File: src/inc/lpsm_map.svh
// register offsets, field positions, reset values and timing of the monitor
`ifndef LPSM_MAP_SVH
`define LPSM_MAP_SVH
// register byte offsets on the plain port
`define LPSM_OFF_MODE 8'h00
`define LPSM_OFF_PERIOD 8'h04
`define LPSM_OFF_PHSTAT 8'h08
`define LPSM_OFF_THR 8'h0c
`define LPSM_OFF_STATUS 8'h10
`define LPSM_OFF_DIPCYC 8'h14
`define LPSM_OFF_ENABLE 8'h18
`define LPSM_OFF_IMAX 8'h1c
`define LPSM_OFF_VMAX 8'h20
`define LPSM_OFF_PKCYC 8'h24
// field positions
`define LPSM_MODE_PSEL_LO 0
`define LPSM_MODE_PKSEL_LO 2
`define LPSM_BIT_DIP 16
`define LPSM_BIT_IDONE 23
`define LPSM_BIT_VDONE 24
`define LPSM_PH_DIP_LO 12
`define LPSM_MAX_PH_LO 24
// reset values
`define LPSM_RST_MODE 8'h1c
`define LPSM_RST_THR 24'h000000
`define LPSM_RST_DIPCYC 8'h10
`define LPSM_RST_PKCYC 8'h00
`define LPSM_RST_ENABLE 32'h00000000
// status bits that exist
`define LPSM_STATUS_IMPL 32'h01810000
// level limits
`define LPSM_FULL_SCALE 24'h5a7540
`define LPSM_ZX_MIN_LVL 24'h090bba
// clock and period tick rates in kHz, tick period 3.90625 us
`define LPSM_CLK_KHZ 40000
`define LPSM_TICK_KHZ 256
`endif

File: src/inc/lpsm_pkg.sv
// types and shared arithmetic of the line period / dip / max monitor
package lpsm_pkg;
    typedef logic [23:0] lpsm_mag_t;
    typedef logic signed [23:0] lpsm_smp_t;
    typedef logic [2:0] lpsm_phase_t;

    // magnitude of a signed sample, most negative code saturates
    function automatic lpsm_mag_t lpsm_abs(input lpsm_smp_t s);
        lpsm_mag_t m;
        m = s[23] ? lpsm_mag_t'(-s) : lpsm_mag_t'(s);
        if (s == 24'sh800000) begin
            m = 24'h7fffff;
        end
        return m;
    endfunction
endpackage

File: src/design/lpsm_zx.sv
// zero-crossing detector for one channel with small-signal gate
`timescale 1ns/10ps
`default_nettype none
`include "lpsm_map.svh"
module lpsm_zx import lpsm_pkg::*; #(
    parameter bit IS_VOLT = 1'b1
) (
    // clock and reset
    input wire logic clk,
    input wire logic rst_n,
    // sample stream
    input wire logic samp_valid,
    input wire lpsm_smp_t samp,
    // crossing pulse
    output logic zx
);
    logic sign_reg;
    logic seen_reg;
    lpsm_mag_t hpk_reg;
    lpsm_mag_t mag;

    assign mag = lpsm_abs(samp);

    // gate on half-cycle peak
    // voltage crossings need the last half cycle above a tenth of scale
    always_ff @(posedge clk or negedge rst_n) begin
        if (!rst_n) begin
            sign_reg <= 1'b0;
            seen_reg <= 1'b0;
            hpk_reg <= 24'h000000;
            zx <= 1'b0;
        end else begin
            zx <= 1'b0;
            if (samp_valid) begin
                seen_reg <= 1'b1;
                sign_reg <= samp[23];
                if (seen_reg && samp[23] != sign_reg) begin
                    zx <= !IS_VOLT || hpk_reg >= `LPSM_ZX_MIN_LVL;
                    hpk_reg <= mag;
                end else if (mag > hpk_reg) begin
                    hpk_reg <= mag;
                end
            end
        end
    end
endmodule
`default_nettype wire

File: src/design/lpsm_period.sv
// line period counter in 256 kHz ticks over two half cycles
`timescale 1ns/10ps
`default_nettype none
module lpsm_period (
    // clock and reset
    input wire logic clk,
    input wire logic rst_n,
    // time base and crossings of the chosen phase
    input wire logic tick,
    input wire logic zx,
    // result
    output logic [15:0] period_val
);
    logic [15:0] cnt_reg;
    logic half_reg;

    // refresh once per line period
    // every second crossing closes a full period; the count saturates
    // so a very slow line shows the top code instead of wrapping
    always_ff @(posedge clk or negedge rst_n) begin
        if (!rst_n) begin
            cnt_reg <= 16'h0000;
            half_reg <= 1'b0;
            period_val <= 16'h0000;
        end else begin
            if (zx) begin
                half_reg <= !half_reg;
            end
            // no filter, count jitters one tick at most
            if (zx && half_reg) begin
                period_val <= cnt_reg;
                cnt_reg <= {15'h0000, tick};
            end else if (tick && cnt_reg != 16'hffff) begin
                cnt_reg <= cnt_reg + 16'h0001;
            end
        end
    end
endmodule
`default_nettype wire

File: src/design/lpsm_top.sv
// line period, voltage dip and max-level monitor with register port
//
// Added by the designer: strobed register access and the register offsets.
`timescale 1ns/10ps
`default_nettype none
`include "lpsm_map.svh"
// Contract
// - period measured on the phase chosen by mode bits 1:0
// - period result is 16 bits unsigned, refreshed every line period
// - period counts 256 kHz ticks, 3.90625 us each
// - steady line gives period results within one count
// - dip flag bit 16 set after N consecutive low half cycles
// - dip sets its phase bit 14:12, clearing an earlier phase bit
// - writing one to bit 16 clears dip flag and phase bits
// - enabled dip drives interrupt low in the cycle flag sets
// - dip counter always runs; count write with threshold set restarts it
// - threshold vs magnitude; full scale always dips, 0 or 1 never
// - threshold reads as 32 bits with upper 8 zero
// - track max voltage and current magnitude per window, low 24 bits
// - max tracking only on phases enabled by mode bits 4:2
// - window counts crossings of every enabled phase
// - each nonzero max result carries exactly one phase bit 26:24
// - max value and phase change only at window end
// - window end sets status bits 23 and 24
// - enabled window-end bits drive interrupt low with status
// - writing one to a max status bit clears it, frees pin
// - window count write with phases enabled restarts the window
// - small voltages give no crossings, currents always do
module lpsm_top import lpsm_pkg::*; (
    // clock and reset
    input wire logic ref_clk,
    input wire logic nrst,
    // high-pass filtered samples
    input wire logic samp_valid,
    input wire lpsm_smp_t volt_a,
    input wire lpsm_smp_t volt_b,
    input wire lpsm_smp_t volt_c,
    input wire lpsm_smp_t curr_a,
    input wire lpsm_smp_t curr_b,
    input wire lpsm_smp_t curr_c,
    // register port
    input wire logic [7:0] reg_addr,
    input wire logic [31:0] reg_wdata,
    input wire logic reg_wr,
    input wire logic reg_rd,
    output logic [31:0] reg_rdata,
    // interrupt
    output logic event_irq_n
);
    logic rst_meta_reg;
    logic rst_n;
    lpsm_smp_t smp [6];
    logic [5:0] zx;
    logic [15:0] tick_acc_reg;
    logic tick;
    logic [15:0] period_val;
    logic [7:0] mode_reg;
    lpsm_mag_t thr_reg;
    logic [7:0] dipcyc_reg;
    logic [7:0] pkcyc_reg;
    logic [31:0] en_reg;
    logic [31:0] status_reg;
    logic [31:0] status_next;
    logic [31:0] status_set;
    logic [31:0] status_clr;
    lpsm_phase_t dip_phase_reg;
    lpsm_phase_t dip_hit;
    logic dip_set;
    logic dip_restart;
    logic [2:0] below;
    logic [2:0] below_reg;
    logic [7:0] dcnt_reg [3];
    logic [2:0] pk_en;
    logic pk_zx;
    logic pk_end;
    logic pk_restart;
    logic [7:0] pkcnt_reg;
    lpsm_mag_t vacc_reg;
    lpsm_mag_t iacc_reg;
    lpsm_phase_t vacc_ph_reg;
    lpsm_phase_t iacc_ph_reg;
    lpsm_mag_t vmax_reg;
    lpsm_mag_t imax_reg;
    lpsm_phase_t vph_reg;
    lpsm_phase_t iph_reg;
    lpsm_mag_t vcand;
    lpsm_mag_t icand;
    lpsm_phase_t vcand_ph;
    lpsm_phase_t icand_ph;

    // write strobe aimed at one register
    function automatic logic wr_at(input logic [7:0] off);
        return reg_wr && reg_addr == off;
    endfunction

    // reset release through two flops, assertion stays asynchronous
    always_ff @(posedge ref_clk or negedge nrst) begin
        if (!nrst) begin
            rst_meta_reg <= 1'b0;
            rst_n <= 1'b0;
        end else begin
            rst_meta_reg <= 1'b1;
            rst_n <= rst_meta_reg;
        end
    end

    assign smp[0] = volt_a;
    assign smp[1] = volt_b;
    assign smp[2] = volt_c;
    assign smp[3] = curr_a;
    assign smp[4] = curr_b;
    assign smp[5] = curr_c;

    // crossing detectors, first three are voltages
    for (genvar g = 0; g < 6; g++) begin : g_zx
        lpsm_zx #(.IS_VOLT(g < 3)) u_zx (
            .clk(ref_clk),
            .rst_n(rst_n),
            .samp_valid(samp_valid),
            .samp(smp[g]),
            .zx(zx[g])
        );
    end

    // fractional divider to 256 kHz
    // 40 MHz is not a whole multiple, so the phase accumulator keeps the
    // average rate exact at the cost of one clock of tick jitter
    always_ff @(posedge ref_clk or negedge rst_n) begin
        if (!rst_n) begin
            tick_acc_reg <= 16'h0000;
        end else if (tick) begin
            tick_acc_reg <= tick_acc_reg + 16'(`LPSM_TICK_KHZ)
                - 16'(`LPSM_CLK_KHZ);
        end else begin
            tick_acc_reg <= tick_acc_reg + 16'(`LPSM_TICK_KHZ);
        end
    end
    assign tick = tick_acc_reg + 16'(`LPSM_TICK_KHZ) >= 16'(`LPSM_CLK_KHZ);

    // selected voltage crossing, code 3 falls back to phase a
    lpsm_period u_period (
        .clk(ref_clk),
        .rst_n(rst_n),
        .tick(tick),
        .zx(mode_reg[1:0] == 2'h3 ? zx[0] : zx[mode_reg[1:0]]),
        .period_val(period_val)
    );

    // configuration registers
    always_ff @(posedge ref_clk or negedge rst_n) begin
        if (!rst_n) begin
            mode_reg <= `LPSM_RST_MODE;
            thr_reg <= `LPSM_RST_THR;
            dipcyc_reg <= `LPSM_RST_DIPCYC;
            pkcyc_reg <= `LPSM_RST_PKCYC;
            en_reg <= `LPSM_RST_ENABLE;
        end else begin
            if (wr_at(`LPSM_OFF_MODE)) mode_reg <= reg_wdata[7:0];
            if (wr_at(`LPSM_OFF_THR)) thr_reg <= reg_wdata[23:0];
            if (wr_at(`LPSM_OFF_DIPCYC)) dipcyc_reg <= reg_wdata[7:0];
            if (wr_at(`LPSM_OFF_PKCYC)) pkcyc_reg <= reg_wdata[7:0];
            if (wr_at(`LPSM_OFF_ENABLE)) en_reg <= reg_wdata;
        end
    end

    // low-level compare, thresholds 0 and 1 never qualify
    always_comb begin
        for (int p = 0; p < 3; p++) begin
            below[p] = thr_reg > 24'h000001 && lpsm_abs(smp[p]) <= thr_reg;
        end
    end

    // dip restart on count write once threshold set
    assign dip_restart = wr_at(`LPSM_OFF_DIPCYC) && thr_reg != 24'h000000;

    // half cycle closes at a crossing, all samples must be low
    always_comb begin
        for (int p = 0; p < 3; p++) begin
            dip_hit[p] = zx[p] && below_reg[p]
                && dcnt_reg[p] + 8'h01 == dipcyc_reg;
        end
    end
    assign dip_set = |dip_hit;

    // per-phase consecutive low half-cycle counters, always running
    always_ff @(posedge ref_clk or negedge rst_n) begin
        if (!rst_n) begin
            below_reg <= 3'h7;
            for (int p = 0; p < 3; p++) dcnt_reg[p] <= 8'h00;
        end else begin
            for (int p = 0; p < 3; p++) begin
                if (dip_restart) begin
                    below_reg[p] <= 1'b1;
                    dcnt_reg[p] <= 8'h00;
                end else if (zx[p]) begin
                    below_reg[p] <= 1'b1;
                    if (dip_hit[p] || !below_reg[p]) begin
                        dcnt_reg[p] <= 8'h00;
                    end else begin
                        dcnt_reg[p] <= dcnt_reg[p] + 8'h01;
                    end
                end else if (samp_valid && !below[p]) begin
                    below_reg[p] <= 1'b0;
                end
            end
        end
    end

    // window advances on crossings of every enabled phase
    assign pk_en = mode_reg[`LPSM_MODE_PKSEL_LO +: 3];
    assign pk_zx = |(zx[2:0] & pk_en);
    assign pk_end = pk_zx && pkcyc_reg != 8'h00
        && pkcnt_reg + 8'h01 >= pkcyc_reg;
    // window restart on count write with phases enabled
    assign pk_restart = wr_at(`LPSM_OFF_PKCYC) && pk_en != 3'h0;

    always_ff @(posedge ref_clk or negedge rst_n) begin
        if (!rst_n) begin
            pkcnt_reg <= 8'h00;
        end else if (pk_restart || pk_end) begin
            pkcnt_reg <= 8'h00;
        end else if (pk_zx) begin
            pkcnt_reg <= pkcnt_reg + 8'h01;
        end
    end

    // largest enabled magnitude of this sample, lowest phase wins ties
    always_comb begin
        vcand = 24'h000000;
        icand = 24'h000000;
        vcand_ph = 3'h0;
        icand_ph = 3'h0;
        for (int p = 0; p < 3; p++) begin
            if (pk_en[p] && lpsm_abs(smp[p]) > vcand) begin
                vcand = lpsm_abs(smp[p]);
                vcand_ph = lpsm_phase_t'(3'h1 << p);
            end
            if (pk_en[p] && lpsm_abs(smp[p + 3]) > icand) begin
                icand = lpsm_abs(smp[p + 3]);
                icand_ph = lpsm_phase_t'(3'h1 << p);
            end
        end
    end

    always_ff @(posedge ref_clk or negedge rst_n) begin
        if (!rst_n) begin
            vacc_reg <= 24'h000000;
            iacc_reg <= 24'h000000;
            vacc_ph_reg <= 3'h0;
            iacc_ph_reg <= 3'h0;
        end else if (pk_restart || pk_end) begin
            vacc_reg <= 24'h000000;
            iacc_reg <= 24'h000000;
            vacc_ph_reg <= 3'h0;
            iacc_ph_reg <= 3'h0;
        end else if (samp_valid) begin
            if (vcand > vacc_reg) begin
                vacc_reg <= vcand;
                vacc_ph_reg <= vcand_ph;
            end
            if (icand > iacc_reg) begin
                iacc_reg <= icand;
                iacc_ph_reg <= icand_ph;
            end
        end
    end

    // results move only at window end
    // phase field is replaced whole, so the old bit drops
    always_ff @(posedge ref_clk or negedge rst_n) begin
        if (!rst_n) begin
            vmax_reg <= 24'h000000;
            imax_reg <= 24'h000000;
            vph_reg <= 3'h0;
            iph_reg <= 3'h0;
        end else if (pk_end) begin
            vmax_reg <= vacc_reg;
            imax_reg <= iacc_reg;
            vph_reg <= vacc_ph_reg;
            iph_reg <= iacc_ph_reg;
        end
    end

    // window end and dip raise their status bits
    always_comb begin
        status_set = 32'h00000000;
        status_set[`LPSM_BIT_DIP] = dip_set;
        status_set[`LPSM_BIT_IDONE] = pk_end;
        status_set[`LPSM_BIT_VDONE] = pk_end;
    end
    // only ones written clear, a set in the same cycle wins
    assign status_clr = wr_at(`LPSM_OFF_STATUS) ? reg_wdata : 32'h00000000;
    assign status_next = ((status_reg & ~status_clr) | status_set)
        & `LPSM_STATUS_IMPL;

    // one written to a max status bit clears it
    always_ff @(posedge ref_clk or negedge rst_n) begin
        if (!rst_n) begin
            status_reg <= 32'h00000000;
        end else begin
            status_reg <= status_next;
        end
    end

    // newest dip phase replaces the earlier one
    // clearing the dip flag also clears the phase bits
    always_ff @(posedge ref_clk or negedge rst_n) begin
        if (!rst_n) begin
            dip_phase_reg <= 3'h0;
        end else if (dip_set) begin
            dip_phase_reg <= dip_hit[0] ? 3'h1 : dip_hit[1] ? 3'h2 : 3'h4;
        end else if (status_clr[`LPSM_BIT_DIP]) begin
            dip_phase_reg <= 3'h0;
        end
    end

    // pin follows status and enable with no extra delay
    // window-end bits share the same pin
    assign event_irq_n = ~|(status_reg & en_reg & `LPSM_STATUS_IMPL);

    // read data one cycle later, unused high bits zero
    always_ff @(posedge ref_clk or negedge rst_n) begin
        if (!rst_n) begin
            reg_rdata <= 32'h00000000;
        end else if (reg_rd) begin
            unique case (reg_addr)
                `LPSM_OFF_MODE: reg_rdata <= {24'h000000, mode_reg};
                `LPSM_OFF_PERIOD: reg_rdata <= {16'h0000, period_val};
                `LPSM_OFF_PHSTAT: reg_rdata <= {17'h00000, dip_phase_reg,
                    12'h000};
                `LPSM_OFF_THR: reg_rdata <= {8'h00, thr_reg};
                `LPSM_OFF_STATUS: reg_rdata <= status_reg;
                `LPSM_OFF_DIPCYC: reg_rdata <= {24'h000000, dipcyc_reg};
                `LPSM_OFF_ENABLE: reg_rdata <= en_reg;
                `LPSM_OFF_IMAX: reg_rdata <= {5'h00, iph_reg, imax_reg};
                `LPSM_OFF_VMAX: reg_rdata <= {5'h00, vph_reg, vmax_reg};
                `LPSM_OFF_PKCYC: reg_rdata <= {24'h000000, pkcyc_reg};
                default: reg_rdata <= 32'h00000000;
            endcase
        end
    end
endmodule
`default_nettype wire

File: config.mk
export PLATFORM = sky130hd
export DESIGN_NAME = lpsm_top
export DESIGN_NICKNAME = d
export VERILOG_FILES = /design/src/inc/lpsm_pkg.sv /design/src/design/lpsm_zx.sv /design/src/design/lpsm_period.sv /design/src/design/lpsm_top.sv
export VERILOG_INCLUDE_DIRS = /design/src /design/src/inc
export SDC_FILE = /design/constraint.sdc
export NUM_CORES = 1
export LEC_CHECK = 0
export BUFFER_PORTS_ARGS = -buffer_cell sky130_fd_sc_hd__buf_2
export CAP_MARGIN = 30
export CORE_MARGIN = 2
export CORE_UTILIZATION = 48
export CTS_BUF_LIST = sky130_fd_sc_hd__clkbuf_4 sky130_fd_sc_hd__clkbuf_8
export CTS_CLUSTER_SIZE = 12
export DETAILED_ROUTE_END_ITERATION = 6
export PLACE_DENSITY = 0.66
export SYNTH_ARGS = -nofsm -noshare
export SYNTH_HDL_FRONTEND = slang
export SYNTH_HIERARCHICAL = 1
export SYNTH_SLANG_ARGS = --single-unit
File: constraint.sdc
create_clock -name ref_clk -period 20.7 [get_ports ref_clk]
set_input_delay 0 -clock ref_clk [delete_from_list [all_inputs] [get_ports ref_clk]]
set_output_delay 0 -clock ref_clk [all_outputs]
set_load 0.03 [all_outputs]
==> impl_metrics.py <==
metrics = {
    "drt": {
        "drc": 0,
        "highest_layer": "met5",
        "wl_met2_mm": 47.84,
        "drtIter0Drc": 3076,
        "wl_per_cell_um": 21.29,
        "routed_via_density": 6.067,
        "finalWirelength_mm": 105.2,
        "m1WireLength_mm": 45.76,
        "wl_met3_mm": 7.711,
        "dr.pass1.iters": 6,
        "via_count": 29980,
        "route.antenna.remaining_nets": 0,
    },
    "global_route": {
        "grt_pass1_wl_mm": 163.6,
        "overflow": 0,
        "grt_pass1_vias": 28120,
        "grt_usage_pct": 29.80,
        "grt_max_degree": 164,
        "antenna_found_initial": 7,
    },
    "sta": {
        "skew_ns": 0.05168,
        "fin_crit_sh_pct": 55.87,
        "slew_viol_final": 0,
        "max_freq_mhz": 86.47,
        "whs_ns": 0.06653,
        "relSlewSlack_pct": 23.74,
        "hold_viol_final": 0,
        "setup_violations": 0,
        "grt_setup_unrepaired": "no",
        "worst_pin_slew_ns": 1.134,
        "final.min_clock_period_ns": 11.56,
        "tns_ns": 0,
        "fin_ws_ns": 9.136,
    },
    "placement": {
        "dp_slack_ns": 9.320,
        "dp.cells": 4666,
        "hpwl_mm": 78.59,
        "gp_congestion": 0.9801,
        "place_area_mm2": 0.03416,
        "place.port_buffers": 221,
    },
    "clock_network": {
        "cts.sinks": 387,
        "htree_levels": 3,
        "cts_buffers": 71,
        "cts_setup_buffers": 0,
        "clock-root-buffer": "clkbuf_8",
        "cts_tree": "built",
        "cts_buffer_depth": 3,
        "clk_latency_ns": 0.68,
        "clkTransAtPathRegs_ns": 0.06,
    },
    "job": {
        "cap_violations": 0,
    },
    "layout": {
        "mostFrequentLayoutCell": "nand2_1",
        "drive_above_1_share_pct": 17.19,
        "multi_input_area_mm2": 0.02111,
        "regArea_mm2": 0.009697,
        "largest_reg_flops": 72,
        "final_area_mm2": 0.03720,
        "fin_util_pct": 55.58,
        "fin_cells": 4942,
        "n_fill_cell": 6164,
        "syn_to_final_growth_pct": 15.07,
        "nets": 4518,
        "final_cell_mix": "423 x nand2_1, 379 x dfrtp_1, 313 x ha_1",
    },
    "synthesis": {
        "synth_ff_type": "dfrtp_1",
        "avgSynthCellArea_um2": 8.718,
        "synth_nets": 4210,
        "syn-instance-count": 3708,
        "yosysWarnings": 6,
        "synth-seq-area-share_pct": 29.99,
        "synth-edff-count": 0,
        "syn_area_mm2": 0.03232,
        "ys_ff_latch": 387,
        "ys_types": 104,
        "synthArstFlopShare_pct": 100.0,
    },
    "run_status": {
        "run_status": "finished clean",
    },
    "worst_setup_path": {
        "worst_path_largest_cell_delay_ns": 0.89,
        "critPathRequiredTime_ns": 21.25,
        "critPathKind": "input pin to flip-flop",
        "ff2ff_setup_slack_ns": 10.58,
        "crit_family": "simple AND/OR/NAND/NOR gates",
        "critPathCaptureType": "flip-flop",
        "start_kind": "input pin",
        "path_buf_inv": 3,
        "cp_max_fo": 26,
        "cp.arrival_ns": 12.11,
        "crit_path_frequent_cell": "nand2_1",
        "slowest_stage": "a21boi_0",
    },
    "die": {
        "core_area_mm2": 0.06692,
        "die_h_um": 263.5,
        "start_util_pct": 48.30,
        "die_w_um": 263.5,
        "die_area_mm2": 0.06943,
        "rows": 95,
        "io_pins": 222,
    },
    "worst_hold_path": {
        "hold_path.class": "input pin to flip-flop",
    },
    "power_and_ir_drop": {
        "peakVddDrop_uv": 39.29,
        "powerDensity_mw_per_mm2": 76.62,
        "p_leak_nw": 16.82,
        "finalPower_mw": 2.850,
    },
}
## final cells by class
type,count,share of cell area [%]
multi-input combinational,2919,56.75
sequential,387,26.07
timing repair buffer,404,7.804
clock buffer,112,3.791
tap,873,2.937
inverter,233,2.351
clock inverter,12,0.2826
antenna,2,0.01345
## worst reg2reg max path, delay by kind of cell, from the launching register on
| family | cells | cell delay (ns) |
|---|---|---|
| AOI/OAI and AO/OA | 12 | 4.86 |
| DFF | 1 | 0.53 |
| buffers and inverters | 1 | 0.22 |
| and+or+nand+nor | 12 | 3.69 |
| adders and majority gates | 3 | 0.70 |
## power by group
| part | switching [mW] | leakage, nW | total [mW] | internal (mW) |
|---|---|---|---|---|
| clock network | 0.354 | 0.797 | 0.789 | 0.435 |
| registers | 0.153 | 5.04 | 1.07 | 0.913 |
| logic | 0.558 | 11.0 | 0.996 | 0.438 |
## cell families (layout without fill, tap and decap cells)
| family | count (synthesis) | count (layout) | synth area share, % |
|---|---|---|---|
| AO/OA/AOI/OAI | 895 | 895 | 19.04 |
| XOR/XNOR | 197 | 197 | 5.427 |
| AND/OR/NAND/NOR | 1253 | 1253 | 19.41 |
| buffers and inverters | 402 | 761 | 4.912 |
| other | 1 | 3 | 0.01160 |
| flip-flops | 387 | 387 | 29.99 |
| adder cells (fa/ha/maj) | 313 | 313 | 12.12 |
| multiplexers | 260 | 260 | 9.096 |
## Yosys cell counts (61+ instances only)
cell type / count / area [um^2]
nor2_1: 234 / 878.3
ha_1: 313 / 3916
dfrtp_1: 380 / 9509
clkbuf_1: 140 / 525.5
mux2_2: 195 / 2196
o21ai_0: 186 / 930.9
o31ai_1: 82 / 615.6
nor3_1: 80 / 400.4
nand2_1: 423 / 1588
a21oi_1: 176 / 880.8
nand4_1: 71 / 444.2
xnor2_1: 61 / 534.3
xor2_1: 134 / 1174
nand3_1: 104 / 520.5
inv_1: 233 / 874.6
## per-layer routing
layer / GRT usage, % / vias to the layer above
met5: 0 / -
met4: 11.04 / 6
met3: 4.602 / 219
met2: 47.74 / 1165
met1: 40.65 / 14330
li1: - / 14270
## path summary, 6_finish.rpt
path,start,end,cells past startpoint
max,volt_a[0],vacc_reg[19]$_DFFE_PN0P_,36
min in group asynchronous,nrst,rst_n$_DFF_PN0_,3
min reg2reg,rst_meta_reg$_DFF_PN0_,rst_n$_DFF_PN0_,0
max reg2reg,mode_reg[2]$_DFFE_PN1P_,vacc_reg[19]$_DFFE_PN0P_,28
max in group asynchronous,rst_n$_DFF_PN0_,g_zx[2].u_zx/hpk_reg[6]$_DFFE_PN0P_,4
min,curr_c[1],iacc_reg[1]$_DFFE_PN0P_,6
## repair_timing
item                      in CTS  in global routing
gates resized for setup        0                  0
hold endpoints to repair     220                  0
hold buffers                 149                  0
Note: power is estimated with default switching activity, not from simulation.
